### config.mk
export PLATFORM = sky130hd
export DESIGN_NAME = pclpb_regs
export DESIGN_NICKNAME = d
export VERILOG_FILES = /design/src/include/pclpb_pkg.sv /design/src/rtl/pclpb_acs_enables.sv /design/src/rtl/pclpb_latency_field.sv /design/src/rtl/pclpb_regs.sv
export SDC_FILE = /design/constraint.sdc
export NUM_CORES = 1
export LEC_CHECK = 0
export BUFFER_PORTS_ARGS = -buffer_cell sky130_fd_sc_hd__buf_2
export CORE_MARGIN = 10
export CORE_UTILIZATION = 48
export CTS_CLUSTER_SIZE = 24
export DETAILED_ROUTE_END_ITERATION = 8
export PLACE_DENSITY = 0.78
export SYNTH_ARGS = -nofsm -noshare
export SYNTH_HDL_FRONTEND = slang
export SYNTH_HIERARCHICAL = 1
export SYNTH_SLANG_ARGS = --single-unit
### constraint.sdc
create_clock -name clk -period 1.21 [get_ports clk]
set_input_delay 0.0605 -clock clk [delete_from_list [all_inputs] [get_ports clk]]
set_output_delay 0.0605 -clock clk [all_outputs]
set_load 0.02 [all_outputs]
### src/include/pclpb_pkg.sv
// Package for the ACS, LTR and power budget configuration register bank
package pclpb_pkg;

    // ==========================================================
    // Register offsets (byte addresses)
    localparam logic [11:0] OFS_PWR_BUDGET_CAP  = 12'h218;
    localparam logic [11:0] OFS_ACS_HEADER      = 12'h220;
    localparam logic [11:0] OFS_ACS_CAP_EN      = 12'h224;
    localparam logic [11:0] OFS_EGRESS_VEC      = 12'h228;
    localparam logic [11:0] OFS_LTR_HEADER      = 12'h230;
    localparam logic [11:0] OFS_MAX_LATENCY     = 12'h234;
    // Preceding power budget header, holds the chain pointer
    localparam logic [11:0] OFS_PWR_BUDGET_HDR  = 12'h20c;

    // ==========================================================
    // Extended capability header contents
    localparam logic [15:0] PWR_BUDGET_CAP_ID   = 16'h0004;
    localparam logic [15:0] ACS_CAP_ID          = 16'h000d;
    localparam logic [15:0] LTR_CAP_ID          = 16'h0018;
    localparam logic [3:0]  CAP_VERSION         = 4'h1;
    localparam logic [11:0] NEXT_PTR_END        = 12'h000;
    localparam logic [11:0] NEXT_PTR_UPSTREAM   = 12'h230;
    localparam logic [11:0] NEXT_PTR_DOWNSTREAM = 12'h220;

    // ==========================================================
    // Field layouts and reset values
    localparam int          ACS_FEATURES        = 7;
    localparam logic [6:0]  ACS_CAP_BITS        = 7'h7f;
    localparam logic [7:0]  EGRESS_VEC_SIZE     = 8'h08;
    localparam int          ACS_SIZE_LSB        = 8;
    localparam int          ACS_EN_LSB          = 16;
    localparam logic [6:0]  ACS_EN_RESET        = 7'h00;
    localparam logic [7:0]  EGRESS_VEC_RESET    = 8'h00;
    localparam logic        SYS_ALLOC_RESET     = 1'b0;
    localparam logic [9:0]  LAT_VALUE_RESET     = 10'h000;
    localparam logic [2:0]  LAT_SCALE_RESET     = 3'h0;
    localparam int          SNOOP_LSB           = 0;
    localparam int          NOSNOOP_LSB         = 16;

    // ==========================================================
    // Carrier types
    typedef struct packed {
        logic [2:0] scale;   // Latency scale
        logic [9:0] value;   // Latency value
    } pclpb_latency_t;

    typedef struct packed {
        logic [11:0] addr;   // Byte address
        logic [31:0] wdata;  // Write data
        logic        wr;     // Write strobe
        logic        rd;     // Read strobe
    } pclpb_req_t;

endpackage

### src/rtl/pclpb_acs_enables.sv
// Seven ACS feature enables, one flop per bit
`timescale 1ns/1ps
module pclpb_acs_enables (
    // Clock and reset
    input  wire logic                     clk,
    input  wire logic                     rst_b,
    // Write side
    input  wire logic                     wr_en,
    input  wire logic [6:0]               wr_bits,
    // Enable levels
    output logic [6:0]                    en
);

    // ==========================================================
    // One flop per feature, kept apart so routing logic taps each bit
    genvar i;
    generate
        for (i = 0; i < pclpb_pkg::ACS_FEATURES; i++) begin : g_en
            logic en_q;  // Feature enable
            always_ff @(posedge clk or negedge rst_b) begin
                if (!rst_b) begin
                    en_q <= pclpb_pkg::ACS_EN_RESET[i];
                end else if (wr_en) begin
                    en_q <= wr_bits[i];
                end
            end
            assign en[i] = en_q;
        end
    endgenerate

endmodule

### src/rtl/pclpb_latency_field.sv
// One LTR maximum latency field: value plus scale, reserved top bits
`timescale 1ns/1ps
module pclpb_latency_field (
    // Clock and reset
    input  wire logic                     clk,
    input  wire logic                     rst_b,
    // Write side
    input  wire logic                     wr_en,
    input  wire logic [15:0]              wr_half,
    // Stored field
    output pclpb_pkg::pclpb_latency_t     lat
);

    pclpb_pkg::pclpb_latency_t lat_q;  // Stored value and scale

    // ==========================================================
    // Storage; bits 15:13 are reserved and simply not kept
    always_ff @(posedge clk or negedge rst_b) begin
        if (!rst_b) begin
            lat_q.value <= pclpb_pkg::LAT_VALUE_RESET;
            lat_q.scale <= pclpb_pkg::LAT_SCALE_RESET;
        end else if (wr_en) begin
            lat_q <= wr_half[12:0];
        end
    end

    assign lat = lat_q;

endmodule

### src/rtl/pclpb_regs.sv
// Configuration register bank: power budget flag, ACS and LTR capabilities
// Notes on behaviour
// - Read-only system-allocated flag, bit 0, resets zero
// - Downstream ACS header: ID 000Dh, version 1
// - Access_control_cap_and_enable bits 0-6 read as ones
// - Egress vector size field reads 08h
// - Seven read-write ACS enables, bits 16-22, reset zero
// - Downstream egress vector bits 7:0, read-write, reset zero
// - Upstream LTR header: ID 0018h, version 1
// - Snoop latency value and scale, read-write, reset zero
// - No-snoop latency value and scale in upper half
// - Power budget next pointer: 230h up, 220h down
`timescale 1ns/1ps
module pclpb_regs (
    // Clock and reset
    input  wire logic                     clk,
    input  wire logic                     rst_b,
    // Port role
    input  wire logic                     is_upstream,
    // Autoload default of the system-allocated flag
    input  wire logic                     sys_alloc_load,
    input  wire logic                     sys_alloc_load_val,
    // Register port
    input  wire logic [11:0]              reg_addr,
    input  wire logic [31:0]              reg_wdata,
    input  wire logic                     reg_wr,
    input  wire logic                     reg_rd,
    output logic [31:0]                   reg_rdata,
    // Control levels toward packet routing
    output logic [6:0]                    acs_enable,
    output logic [7:0]                    egress_block,
    output pclpb_pkg::pclpb_latency_t     snoop_lat,
    output pclpb_pkg::pclpb_latency_t     nosnoop_lat,
    output logic                          sys_alloc
);

    // ==========================================================
    // Request bundle and decode
    pclpb_pkg::pclpb_req_t req;  // Bundled request
    logic        hit_acs;        // ACS capability present, set on the downstream role alone
    logic        hit_ltr;        // LTR capability present, set on the upstream role alone
    logic        wr_acs_cap;     // Write to Access_control_cap_and_enable word
    logic        wr_egress;      // Write to egress vector
    logic        wr_latency;     // Write to latency word
    logic        sys_alloc_q;    // System-allocated flag
    logic [7:0]  egress_q;       // Egress control vector
    logic [31:0] rdata_d;        // Read mux result
    logic [31:0] rdata_q;        // Registered read data

    assign req = '{addr: reg_addr, wdata: reg_wdata, wr: reg_wr, rd: reg_rd};

    // Capabilities only exist on their own port role
    assign hit_acs    = !is_upstream;
    assign hit_ltr    = is_upstream;
    assign wr_acs_cap = req.wr && hit_acs && (req.addr == pclpb_pkg::OFS_ACS_CAP_EN);
    assign wr_egress  = req.wr && hit_acs && (req.addr == pclpb_pkg::OFS_EGRESS_VEC);
    assign wr_latency = req.wr && hit_ltr && (req.addr == pclpb_pkg::OFS_MAX_LATENCY);

    // ==========================================================
    // System-allocated flag: no config write path, only autoload
    always_ff @(posedge clk or negedge rst_b) begin
        if (!rst_b) begin
            sys_alloc_q <= pclpb_pkg::SYS_ALLOC_RESET;
        end else if (sys_alloc_load) begin
            sys_alloc_q <= sys_alloc_load_val;
        end
    end

    // ==========================================================
    // Egress control vector
    always_ff @(posedge clk or negedge rst_b) begin
        if (!rst_b) begin
            egress_q <= pclpb_pkg::EGRESS_VEC_RESET;
        end else if (wr_egress) begin
            egress_q <= req.wdata[7:0];
        end
    end

    // ==========================================================
    // ACS enables, only bits 22:16 are writable
    pclpb_acs_enables u_acs_en (
        .clk     (clk),
        .rst_b   (rst_b),
        .wr_en   (wr_acs_cap),
        .wr_bits (req.wdata[pclpb_pkg::ACS_EN_LSB +: 7]),
        .en      (acs_enable)
    );

    // ==========================================================
    // LTR latency halves share one word and one write
    pclpb_latency_field u_snoop (
        .clk     (clk),
        .rst_b   (rst_b),
        .wr_en   (wr_latency),
        .wr_half (req.wdata[pclpb_pkg::SNOOP_LSB +: 16]),
        .lat     (snoop_lat)
    );

    pclpb_latency_field u_nosnoop (
        .clk     (clk),
        .rst_b   (rst_b),
        .wr_en   (wr_latency),
        .wr_half (req.wdata[pclpb_pkg::NOSNOOP_LSB +: 16]),
        .lat     (nosnoop_lat)
    );

    // ==========================================================
    // Read mux; constant fields come from the package, reserved read zero
    always_comb begin
        rdata_d = 32'h0000_0000;
        case (req.addr)
            pclpb_pkg::OFS_PWR_BUDGET_HDR: begin
                // Chain pointer picks the capability present on this role
                rdata_d = {(is_upstream ? pclpb_pkg::NEXT_PTR_UPSTREAM
                                        : pclpb_pkg::NEXT_PTR_DOWNSTREAM),
                           pclpb_pkg::CAP_VERSION, pclpb_pkg::PWR_BUDGET_CAP_ID};
            end
            pclpb_pkg::OFS_PWR_BUDGET_CAP: begin
                rdata_d = {31'h0000_0000, sys_alloc_q};
            end
            pclpb_pkg::OFS_ACS_HEADER: begin
                if (hit_acs) begin
                    rdata_d = {pclpb_pkg::NEXT_PTR_END, pclpb_pkg::CAP_VERSION,
                               pclpb_pkg::ACS_CAP_ID};
                end
            end
            pclpb_pkg::OFS_ACS_CAP_EN: begin
                if (hit_acs) begin
                    rdata_d = {9'h000, acs_enable, pclpb_pkg::EGRESS_VEC_SIZE,
                               1'b0, pclpb_pkg::ACS_CAP_BITS};
                end
            end
            pclpb_pkg::OFS_EGRESS_VEC: begin
                if (hit_acs) begin
                    rdata_d = {24'h00_0000, egress_q};
                end
            end
            pclpb_pkg::OFS_LTR_HEADER: begin
                if (hit_ltr) begin
                    rdata_d = {pclpb_pkg::NEXT_PTR_END, pclpb_pkg::CAP_VERSION,
                               pclpb_pkg::LTR_CAP_ID};
                end
            end
            pclpb_pkg::OFS_MAX_LATENCY: begin
                if (hit_ltr) begin
                    rdata_d = {3'h0, nosnoop_lat, 3'h0, snoop_lat};
                end
            end
            default: begin
                rdata_d = 32'h0000_0000;  // Unmapped reads zero
            end
        endcase
    end

    // ==========================================================
    // Read data stands one cycle after the strobe and only then
    always_ff @(posedge clk or negedge rst_b) begin
        if (!rst_b) begin
            rdata_q <= 32'h0000_0000;
        end else if (req.rd) begin
            rdata_q <= rdata_d;
        end else begin
            rdata_q <= 32'h0000_0000;
        end
    end

    assign reg_rdata    = rdata_q;
    assign egress_block = egress_q;
    assign sys_alloc    = sys_alloc_q;

    // ==========================================================
    // Checks
    chk_sys_alloc_ro: assert property (@(posedge clk) disable iff (!rst_b)
        (!sys_alloc_load) |=> $stable(sys_alloc_q))
        else $error("system-allocated flag changed without autoload");

    chk_acs_header: assert property (@(posedge clk) disable iff (!rst_b)
        (reg_rd && !is_upstream && reg_addr == 12'h220) |=> (reg_rdata == 32'h0001_000d))
        else $error("ACS header read wrong");

    chk_acs_cap_bits: assert property (@(posedge clk) disable iff (!rst_b)
        (reg_rd && !is_upstream && reg_addr == 12'h224) |=> (reg_rdata[7:0] == 8'h7f))
        else $error("Access_control_cap_and_enable bits wrong");

    chk_vec_size: assert property (@(posedge clk) disable iff (!rst_b)
        (reg_rd && !is_upstream && reg_addr == 12'h224) |=> (reg_rdata[15:8] == 8'h08))
        else $error("egress vector size wrong");

    chk_acs_enable_wr: assert property (@(posedge clk) disable iff (!rst_b)
        (reg_wr && !is_upstream && reg_addr == 12'h224)
            |=> (acs_enable == $past(reg_wdata[22:16])))
        else $error("ACS enables not written");

    chk_egress_wr: assert property (@(posedge clk) disable iff (!rst_b)
        (reg_wr && !is_upstream && reg_addr == 12'h228)
            |=> (egress_block == $past(reg_wdata[7:0])))
        else $error("egress vector not written");

    chk_ltr_header: assert property (@(posedge clk) disable iff (!rst_b)
        (reg_rd && is_upstream && reg_addr == 12'h230) |=> (reg_rdata == 32'h0001_0018))
        else $error("LTR header read wrong");

    chk_latency_wr: assert property (@(posedge clk) disable iff (!rst_b)
        (reg_wr && is_upstream && reg_addr == 12'h234)
            |=> ({nosnoop_lat, snoop_lat} == {$past(reg_wdata[28:16]), $past(reg_wdata[12:0])}))
        else $error("latency word not written");

    chk_latency_rsvd: assert property (@(posedge clk) disable iff (!rst_b)
        (reg_rd && reg_addr == 12'h234) |=> (reg_rdata[31:29] == 3'h0 && reg_rdata[15:13] == 3'h0))
        else $error("latency reserved bits not zero");

    chk_chain_ptr: assert property (@(posedge clk) disable iff (!rst_b)
        (reg_rd && reg_addr == 12'h20c)
            |=> (reg_rdata[31:20] == ($past(is_upstream) ? 12'h230 : 12'h220)))
        else $error("power budget next pointer wrong");

    chk_upstream_no_acs: assert property (@(posedge clk) disable iff (!rst_b)
        (reg_wr && is_upstream) |=> $stable(egress_block) && $stable(acs_enable))
        else $error("ACS state changed on upstream port");

    // ==========================================================
    // Read words against the stored state, and state held between writes
    // Autoload value lands in the flag one cycle after the pulse
    chk_alloc_load: assert property (@(posedge clk) disable iff (!rst_b)
        sys_alloc_load |=> (sys_alloc == $past(sys_alloc_load_val)))
        else $error("autoload value not taken by flag");

    // Flag in bit 0, all else reserved
    chk_alloc_read: assert property (@(posedge clk) disable iff (!rst_b)
        (reg_rd && reg_addr == pclpb_pkg::OFS_PWR_BUDGET_CAP)
            |=> (reg_rdata == {31'h0000_0000, $past(sys_alloc)}))
        else $error("power budget word read wrong");

    // Identifier and version of the preceding header never move
    chk_chain_low: assert property (@(posedge clk) disable iff (!rst_b)
        (reg_rd && reg_addr == pclpb_pkg::OFS_PWR_BUDGET_HDR)
            |=> (reg_rdata[19:0] == 20'h1_0004))
        else $error("power budget header low bits wrong");

    // Enables read back, reserved bits 31:23 and 7 stay zero
    chk_acs_en_read: assert property (@(posedge clk) disable iff (!rst_b)
        (reg_rd && !is_upstream && reg_addr == pclpb_pkg::OFS_ACS_CAP_EN)
            |=> (reg_rdata[31:16] == {9'h000, $past(acs_enable)} && !reg_rdata[7]))
        else $error("ACS enable bits read wrong");

    // Enables only move on a write to their own word
    chk_acs_en_hold: assert property (@(posedge clk) disable iff (!rst_b)
        !(reg_wr && !is_upstream && reg_addr == pclpb_pkg::OFS_ACS_CAP_EN)
            |=> $stable(acs_enable))
        else $error("ACS enables changed without a write");

    // Vector reads back with the upper bits zero
    chk_egress_read: assert property (@(posedge clk) disable iff (!rst_b)
        (reg_rd && !is_upstream && reg_addr == pclpb_pkg::OFS_EGRESS_VEC)
            |=> (reg_rdata == {24'h00_0000, $past(egress_block)}))
        else $error("egress vector read wrong");

    // Vector only moves on a write to its own word
    chk_egress_hold: assert property (@(posedge clk) disable iff (!rst_b)
        !(reg_wr && !is_upstream && reg_addr == pclpb_pkg::OFS_EGRESS_VEC)
            |=> $stable(egress_block))
        else $error("egress vector changed without a write");

    // Both latency halves read back in their own lanes
    chk_latency_read: assert property (@(posedge clk) disable iff (!rst_b)
        (reg_rd && is_upstream && reg_addr == pclpb_pkg::OFS_MAX_LATENCY)
            |=> (reg_rdata == {3'h0, $past(nosnoop_lat), 3'h0, $past(snoop_lat)}))
        else $error("latency word read wrong");

    // Latency halves only move on a write to their word
    chk_latency_hold: assert property (@(posedge clk) disable iff (!rst_b)
        !(reg_wr && is_upstream && reg_addr == pclpb_pkg::OFS_MAX_LATENCY)
            |=> ($stable(snoop_lat) && $stable(nosnoop_lat)))
        else $error("latency word changed without a write");

    // ACS words vanish on the upstream role
    chk_acs_absent: assert property (@(posedge clk) disable iff (!rst_b)
        (reg_rd && is_upstream && (reg_addr == pclpb_pkg::OFS_ACS_HEADER
            || reg_addr == pclpb_pkg::OFS_ACS_CAP_EN || reg_addr == pclpb_pkg::OFS_EGRESS_VEC))
            |=> (reg_rdata == 32'h0000_0000))
        else $error("ACS word visible on upstream port");

    // LTR words vanish on the downstream role
    chk_ltr_absent: assert property (@(posedge clk) disable iff (!rst_b)
        (reg_rd && !is_upstream && (reg_addr == pclpb_pkg::OFS_LTR_HEADER
            || reg_addr == pclpb_pkg::OFS_MAX_LATENCY))
            |=> (reg_rdata == 32'h0000_0000))
        else $error("LTR word visible on downstream port");

endmodule

### Word-level counts from Yosys, hierarchy flattened

Cells that the tools add are included.

* register bits: 74
* bits in latches: 0
* memory bits (writable): 0
* memory bits (read-only): 0
* output and inout port bits: 74
* memories: 0

* add/sub/neg operators: 0
* multiply operators: 0
* divide/modulo/power cells: 0
* magnitude comparators: 0
* equal/unequal tests: 7
* shift-type cells: 0
* mux-type cells: 8
* bitwise gates (word level): 0
* reductions and logical operators: 6

Operator list (count)
* case mux 30 bit (7 select lines): 1
* equality test 12 x 10 -> 1 bit (second input constant): 7
* 2-to-1 mux 17 bit: 2
* 2-to-1 mux 32 bit: 1
* 2-to-1 mux 29 bit: 1
* 2-to-1 mux 23 bit: 1
* 2-to-1 mux 8 bit: 1
* logical AND 1 bit: 5
* 2-to-1 mux 5 bit: 1
* zero test 1 bit: 1

### Longest topological paths before layout

Gate-level depths: netlist of the first run.

* depth in word-level cells: 3
* depth in mapped cells: 7

### Modules after synthesis

The synthesis of the first run kept the hierarchy.

By module, submodules not included
* pclpb_regs: instances 1, cells an instance 146, area an instance 1691.6 µm²
* pclpb_latency_field: instances 2, cells an instance 27, area an instance 520.5 µm²
* pclpb_acs_enables: instances 1, cells an instance 22, area an instance 344.1 µm²

### Worst setup path before layout of the first run

No wires, ideal clock.

* path type: in2reg
* start point: input reg_addr[4]
* end point: register u_nosnoop.lat_q, in the netlist u_nosnoop/lat[0]
* library setup time: 125 ps
* arrival time: 1565 ps
* required time: 1085 ps
* slack: -480 ps
* cell stages on the path: 6
* path buffers: 2
* cells stage by stage: buf_2 > and3_1 > and2_0 > and3_1 > buf_6 > mux2_4

* cells in the longest elaborated chain, start to end: 2

RTL lines
* start, declared: RTL line pclpb_regs.sv:24 `input wire logic [11:0] reg_addr,`
* equality test 12 x 10 -> 1 bit: RTL line pclpb_regs.sv:57 `assign wr_latency = req.wr && hit_ltr && (req.addr == pclpb_pkg::OFS_MAX_LATENCY);`
* logical AND 1 bit: RTL line pclpb_regs.sv:57
* via wr_latency: RTL line pclpb_regs.sv:44 `logic wr_latency;`
* end signal, assigned: RTL line pclpb_latency_field.sv:23 `lat_q <= wr_half[12:0];`
* end, declared: RTL line pclpb_latency_field.sv:14 `pclpb_pkg::pclpb_latency_t lat_q;`

The timed path passes the listed nets, and every way through them passes these cells.
A chain may end at the register's enable or synchronous reset.

### Worst setup path after layout of the first run

* start point: input reg_addr[8]
* end point: register u_nosnoop.lat_q, in the netlist u_nosnoop/lat[10]

Same word-level chain as after synthesis.

==> impl_metrics.ini, run 1 <==
[worst_setup_path]
end_kind = flip-flop
path_cells = buf_2 -> nor4b_4 -> and2_1 -> and3_4 -> clkbuf_16 -> mux2_4
critical_path.max_stage_delay_ns = 0.31
reg2reg_to = reg_rdata[2]
arrival_ns = 1.44
r2r_setup_slack_ns = 0.10
path_max_fanout = 7
critical_path_required_ns = 1.44
ff2ff_path_depth = 4
crit_slowest_cell = nor4b_4
reg2reg_from = egress_block[2]
start_kind = input port
path_class = input port to flip-flop

[power]
p_seq_frac = 0.497
p_comb_frac = 0.087
clkPwrFrac = 0.416
switchingPower_mw = 1.03
cellPowerDensity_nw_per_um2 = 1040
power.total_mw = 4.67
sw_frac_of_total = 0.220
ir_drop_uv = 998
leakagePower_nw = 2.40
p_int_mw = 3.64

[grt]
track_usage = 0.170
grt_max_degree = 70
grt_pass1_vias = 2595
grt_overflow = 0
grt_pass1_wl_mm = 13.4
antenna_found_initial = 1

[run_status]
status = finished, final reports clean

[placement]
place.gp.congestion = 0.866
port_buffers = 113
place_worst_setup_slack_ns = -0.426
dp_hpwl_mm = 6.19

[floorplanning]
dieWidth_um = 100
die_area_um2 = 10000
core_um2 = 6280
initial_core_util = 0.490
dieHeight_um = 100
ioPinCount = 125
row_count = 29

[sta]
fmax_mhz = 828
setup_ws_ns = 0.00251
fin_skew_ns = 0.00490
setup_viol = 0
slew_violations = 0
hold_viol_final = 0
min_period_over_period = 0.998
period_minus_slack_ns = 1.21
rsz0062_at_grt = true

[synthesis]
synth_cell_types = 41
synth-edff-count = 0
synth_flop_cell = dfrtp_1
yosysWarnings = 6
syn_area_um2 = 3080
synth_seq_cells = 69
postSynthAreaPerCell_um2 = 13.9
synth.top_cell.area_share = 0.561
syn_inst = 222
yosysTopAreaCell = dfrtp_1
yosysSeqAreaShare = 0.561
yosys-top-cells-area = dfrtp_1 56%, mux2_4 14%, mux2_2 5.1%
async_flop_share = 1.00

[final_layout]
fillers = 449
register_area_um2 = 1730
drive_above_1_share = 0.553
synthToLayoutAreaGrowth_pct = 46.4
final_nets = 446
multiInputGateArea_um2 = 1260

[min_path]
hold_end = reg_rdata[11]
holdPathStages = 3
min_from = reg_rd
hp-class = input port to flip-flop

[clock_network]
numCtsBuffers = 9
clockRootBuffer = clkbuf_8
cts_sinks = 69
clkTransAtPathRegs_ns = 0.07
cts_tree = done
ctsLongestPathBuffers = 2
h-tree-depth = 3
clock_latency_ns = 0.34

[detailed_routing]
via_per_inst = 5.09
dr.pass1.iters = 4
totalWireLength_mm = 8.68
drtIter0Drc = 61
vias = 2432
drc = 0
detail-route-antenna-nets = 0
routedWlPerCell_um = 18.2

[job]
maxCapViolCount = 0
## flip-flops by register name (all words and copies together), names as in the netlist
| name | flops |
|---|---|
| sys_alloc | 1 |
| u_acs_en/g_en.en_q | 7 |
| u_nosnoop/lat | 13 |
| reg_rdata | 27 |
| u_snoop/lat | 13 |
| egress_block | 8 |
## power groups by stage
| stage | Combinational (mW) | Clock (mW) | Sequential, mW |
|---|---|---|---|
| after global placement | 0.312 | 0 | 2.36 |
| final | 0.408 | 1.94 | 2.32 |
| after floorplan | 0.118 | 0 | 2.37 |
| after CTS | 0.395 | 2.00 | 2.32 |
| after global routing | 0.445 | 2.10 | 2.32 |
| after detailed placement | 0.320 | 0 | 2.36 |
## cell families after synthesis
| kind of cell | synth area share |
|---|---|
| xor gates and xnor gates | 0.00285 |
| and+or+nand+nor | 0.118 |
| AOI/OAI and AO/OA | 0.0708 |
| muxes | 0.194 |
| other | 0.00122 |
| DFF | 0.561 |
| buffers and inverters | 0.0520 |
## per-layer routing
layer / share of wire / track usage / vias to the layer above
met5: 0 / 0 / -
met4: 0.013 / 0.0739 / 0
met3: 0.069 / 0.0543 / 9
met2: 0.51 / 0.285 / 79
met1: 0.40 / 0.194 / 1223
li1: - / - / 1121
## worst max path at each step
stage	from	to	slack [ns]
3_3_place_gp	reg_addr[3]	u_nosnoop/lat[9]	-0.38
3_5_place_dp	reg_addr[3]	u_snoop/lat[9]	-0.43
5_1_grt	reg_addr[0]	u_snoop/lat[12]	-0.01
6_report	reg_addr[8]	u_nosnoop/lat[10]	0.003
2_1_floorplan	reg_addr[8]	u_nosnoop/lat[0]	-0.25
4_1_cts	reg_addr[3]	u_snoop/lat[9]	0.01
## layout make-up
type                            instances  area share
Inverter                                1    0.000833
Multi-Input combinational cell        136       0.280
Sequential cell                        69       0.383
Antenna cell                            1    0.000556
Tap cell                               77      0.0214
Clock inverter                          3     0.00944
Clock buffer                           13      0.0375
Timing Repair Buffer                  178       0.267
## worst max-delay path: cells and delay by family
family | cells | cell delay, ns
AND/OR/NAND/NOR | 3 | 0.78
buffers and inverters | 2 | 0.30
multiplexers | 1 | 0.30
## cells in the mapped netlist, types with 2 or more instances
master and count:
dfrtp_1 69, mux2_4 28, nor2_1 18, mux2_2 14
buf_4 13, and2_1 9, a21oi_1 8, a22oi_1 8
nand2_1 6, buf_6 4, a2bb2oi_1 3, a32oi_1 3
or2_2 3, a31oi_1 2, and3_1 2, buf_2 2
mux2i_1 2, nand3_1 2, nor2b_1 2, nor4b_2 2
o21ai_0 2
## metrics by stage
stage | TNS (ns) | cell area (um2) | util | hold WS, ns | std cells
2_1_floorplan | -7.14 | 3150 | - | -0.235 | 226
6_report | 0 | 4500 | 0.718 | 0.0409 | 478
3_5_place_dp | -18.86 | 3900 | 0.621 | 0.0951 | 430
3_3_place_gp | -16.80 | 3900 | 0.621 | 0.0881 | 430
5_1_grt | -0.0892 | 4500 | 0.718 | 0.0341 | 478
4_1_cts | 0 | 4410 | 0.703 | 0.0176 | 475
## placed cells by master (no fill, tap or decap), drive strengths merged, types with 2 or more instances in the layout
master	netlist	final
nor2	18	18
a31oi	2	2
and2	10	10
buf	19	148
clkbuf	1	14
or2	3	3
nand4	2	2
conb	1	5
a32oi	3	3
nor4b	3	3
nand3	2	2
a2bb2oi	3	3
mux2	42	42
dfrtp	69	69
a21oi	8	8
dlygate4sd3	0	29
nand2	6	6
mux2i	2	2
o21ai	2	2
a22oi	8	8
and3	2	2
nor2b	2	2
## repair_timing
item | in CTS | in global routing
endpoints found under the setup margin | 28 | 22
endpoints found under the hold margin | 111 | 0
gates resized for setup | 1 | 17
hold buffers | 29 | 0
pin swaps | 0 | 5
buffers inserted | 0 | 1
cloned | 0 | 1
Power figures use the tool's default switching activity.
==> run 2: changes to the inputs <==
--- a/config.mk
+++ b/config.mk
@@ -5,7 +5,7 @@
 export SDC_FILE = /design/constraint.sdc
 export NUM_CORES = 1
 export LEC_CHECK = 0
-export BUFFER_PORTS_ARGS = -buffer_cell sky130_fd_sc_hd__buf_2
+export BUFFER_PORTS_ARGS = -buffer_cell sky130_fd_sc_hd__buf_4
 export CORE_MARGIN = 10
 export CORE_UTILIZATION = 48
 export CTS_CLUSTER_SIZE = 24
==> impl_metrics.ini, run 2 (same netlist as run 1, synthesis figures left out) <==
[worst_setup_path]
critical_path.max_stage_delay_ns = 0.33
crit_slowest_cell = nor4b_4
reg2reg_from = egress_block[2]
path_buf_inv = 2
path_max_fanout = 7
start_kind = input port
critical_path_required_ns = 1.43
cp-startpoint = reg_addr[0]
arrival_ns = 1.43
crit_family = simple AND/OR/NAND/NOR gates
path_class = input port to flip-flop
end_kind = flip-flop
path_cells = buf_8 -> nor4b_4 -> and2_4 -> and3_4 -> clkbuf_16 -> mux2_4

[detailed_routing]
dr.pass1.iters = 4
wl_met3_um = 611
via_per_inst = 5.06
met2_length_mm = 4.64
routedWlPerCell_um = 19.1
drc = 0
totalWireLength_mm = 9.09
detail-route-antenna-nets = 0
highest_layer = met4
drtIter0Drc = 107
vias = 2412
drt-met1-wl_mm = 3.68

[power]
p_comb_frac = 0.097
p_int_mw = 3.69
p_seq_frac = 0.489
leakagePower_nw = 2.44
clkPwrFrac = 0.414
switchingPower_mw = 1.05
sw_frac_of_total = 0.223
cellPowerDensity_nw_per_um2 = 987
power.total_mw = 4.74
ir_drop_uv = 963

[min_path]
min_from = is_upstream
hp-class = input port to flip-flop

[grt]
grt_max_degree = 52
grt_overflow = 0
grt_pass1_vias = 2652
grt_pass1_wl_mm = 14.3
track_usage = 0.179
antenna_found_initial = 0

[placement]
dpl.cell_count = 431
place_worst_setup_slack_ns = -0.414
port_buffers = 113
place.gp.congestion = 0.869
dp_hpwl_mm = 6.53

[final_layout]
layout_common_cells = 140 x buf_4, 69 x dfrtp_1, 33 x mux2_4
largest_reg_flops = 27
fin_cells = 477
drive_above_1_share = 0.550
antenna_cells = 0
final_nets = 446
final_common_cell = buf_4
synthToLayoutAreaGrowth_pct = 56.1
fin_util = 0.765

[sta]
hold_viol_final = 0
fmax_mhz = 827
slew_violations = 0
setup_viol = 0
fin_skew_ns = 0.00695
period_minus_slack_ns = 1.21
rsz0062_at_grt = true
hold_slack_ns = 0.0422
min_period_over_period = 0.999
setup_ws_ns = 0.00142

[clock_network]
cts_sinks = 69
clkTransAtPathRegs_ns = 0.08
numCtsBuffers = 9
h-tree-depth = 3
postCtsSetupBuffers = 0
cts_tree = done
ctsLongestPathBuffers = 2
clockRootBuffer = clkbuf_8
clock_latency_ns = 0.33

[run_status]
status = finished, final reports clean

[floorplanning]
core_um2 = 6280
ioPinCount = 125
dieWidth_um = 100
initial_core_util = 0.490
row_count = 29
dieHeight_um = 100
die_area_um2 = 10000

[job]
maxCapViolCount = 0
==> run 2: cell count changes in the layout (fill, tap and decap cells not counted), moves of 3 or more <==
cell	delta
buf_2	-110
buf_4	+109
mux2_2	-3
mux2_4	+3
==> run 2: what timing repair did <==
| action | in CTS | in global routing |
|---|---|---|
| pin swaps | 0 | 3 |
| gates cloned | 0 | 1 |
| endpoints found under the hold margin | 111 | 0 |
| setup endpoints to repair | 28 | 29 |
| hold buffers | 29 | 0 |
| resized for setup | 1 | 17 |
==> run 2: power groups by stage <==
| stage | Sequential, mW | Combinational [mW] | Clock (mW) |
|---|---|---|---|
| after detailed placement | 2.36 | 0.367 | 0 |
| after global placement | 2.36 | 0.361 | 0 |
| after floorplan | 2.37 | 0.118 | 0 |
| after global routing | 2.32 | 0.496 | 2.09 |
| final | 2.32 | 0.461 | 1.96 |
| after CTS | 2.32 | 0.450 | 1.99 |
==> run 2: layer usage <==
metal  up-vias  track usage
li1       1123            -
met1      1191        0.202
met2        86        0.308
met3        12       0.0604
met4         0       0.0630
met5         -            0
==> run 2: stage by stage <==
step,cell area [um2],TNS [ns]
floorplan,3150,-7.14
global placement,4200,-16.94
detailed placement,4200,-18.25
CTS,4710,0
global route,4800,-0.0917
finish,4800,0
==> run 2: worst min-delay path, stage by stage <==
cell and delay (ns):
buf_4 0.12, a22oi_1 0.07, nor2_1 0.09
==> run 2: path summary, 6_finish.rpt <==
| kind | end | slack (ns) | depth (start not counted) |
|---|---|---|---|
| worst max-delay path | u_nosnoop/lat[2] | 0.001 | 6 |
| worst min-delay path | reg_rdata[24] | 0.04 | 3 |
| worst max register to register | reg_rdata[2] | 0.08 | 4 |
| worst min register to register | reg_rdata[9] | 0.53 | 1 |
| max in group asynchronous | u_acs_en/g_en[4].en_q | 0.54 | 3 |
| min in group asynchronous | reg_rdata[28] | 0.14 | 2 |
==> run 2: cell type report <==
type | instances | area [um2]
Sequential cell | 69 | 1730
Timing Repair Buffer | 178 | 1490
Fill cell | 404 | 1470
Multi-Input combinational cell | 136 | 1270
Clock buffer | 13 | 169
Tap cell | 77 | 96.3
Clock inverter | 3 | 42.5
Inverter | 1 | 3.75
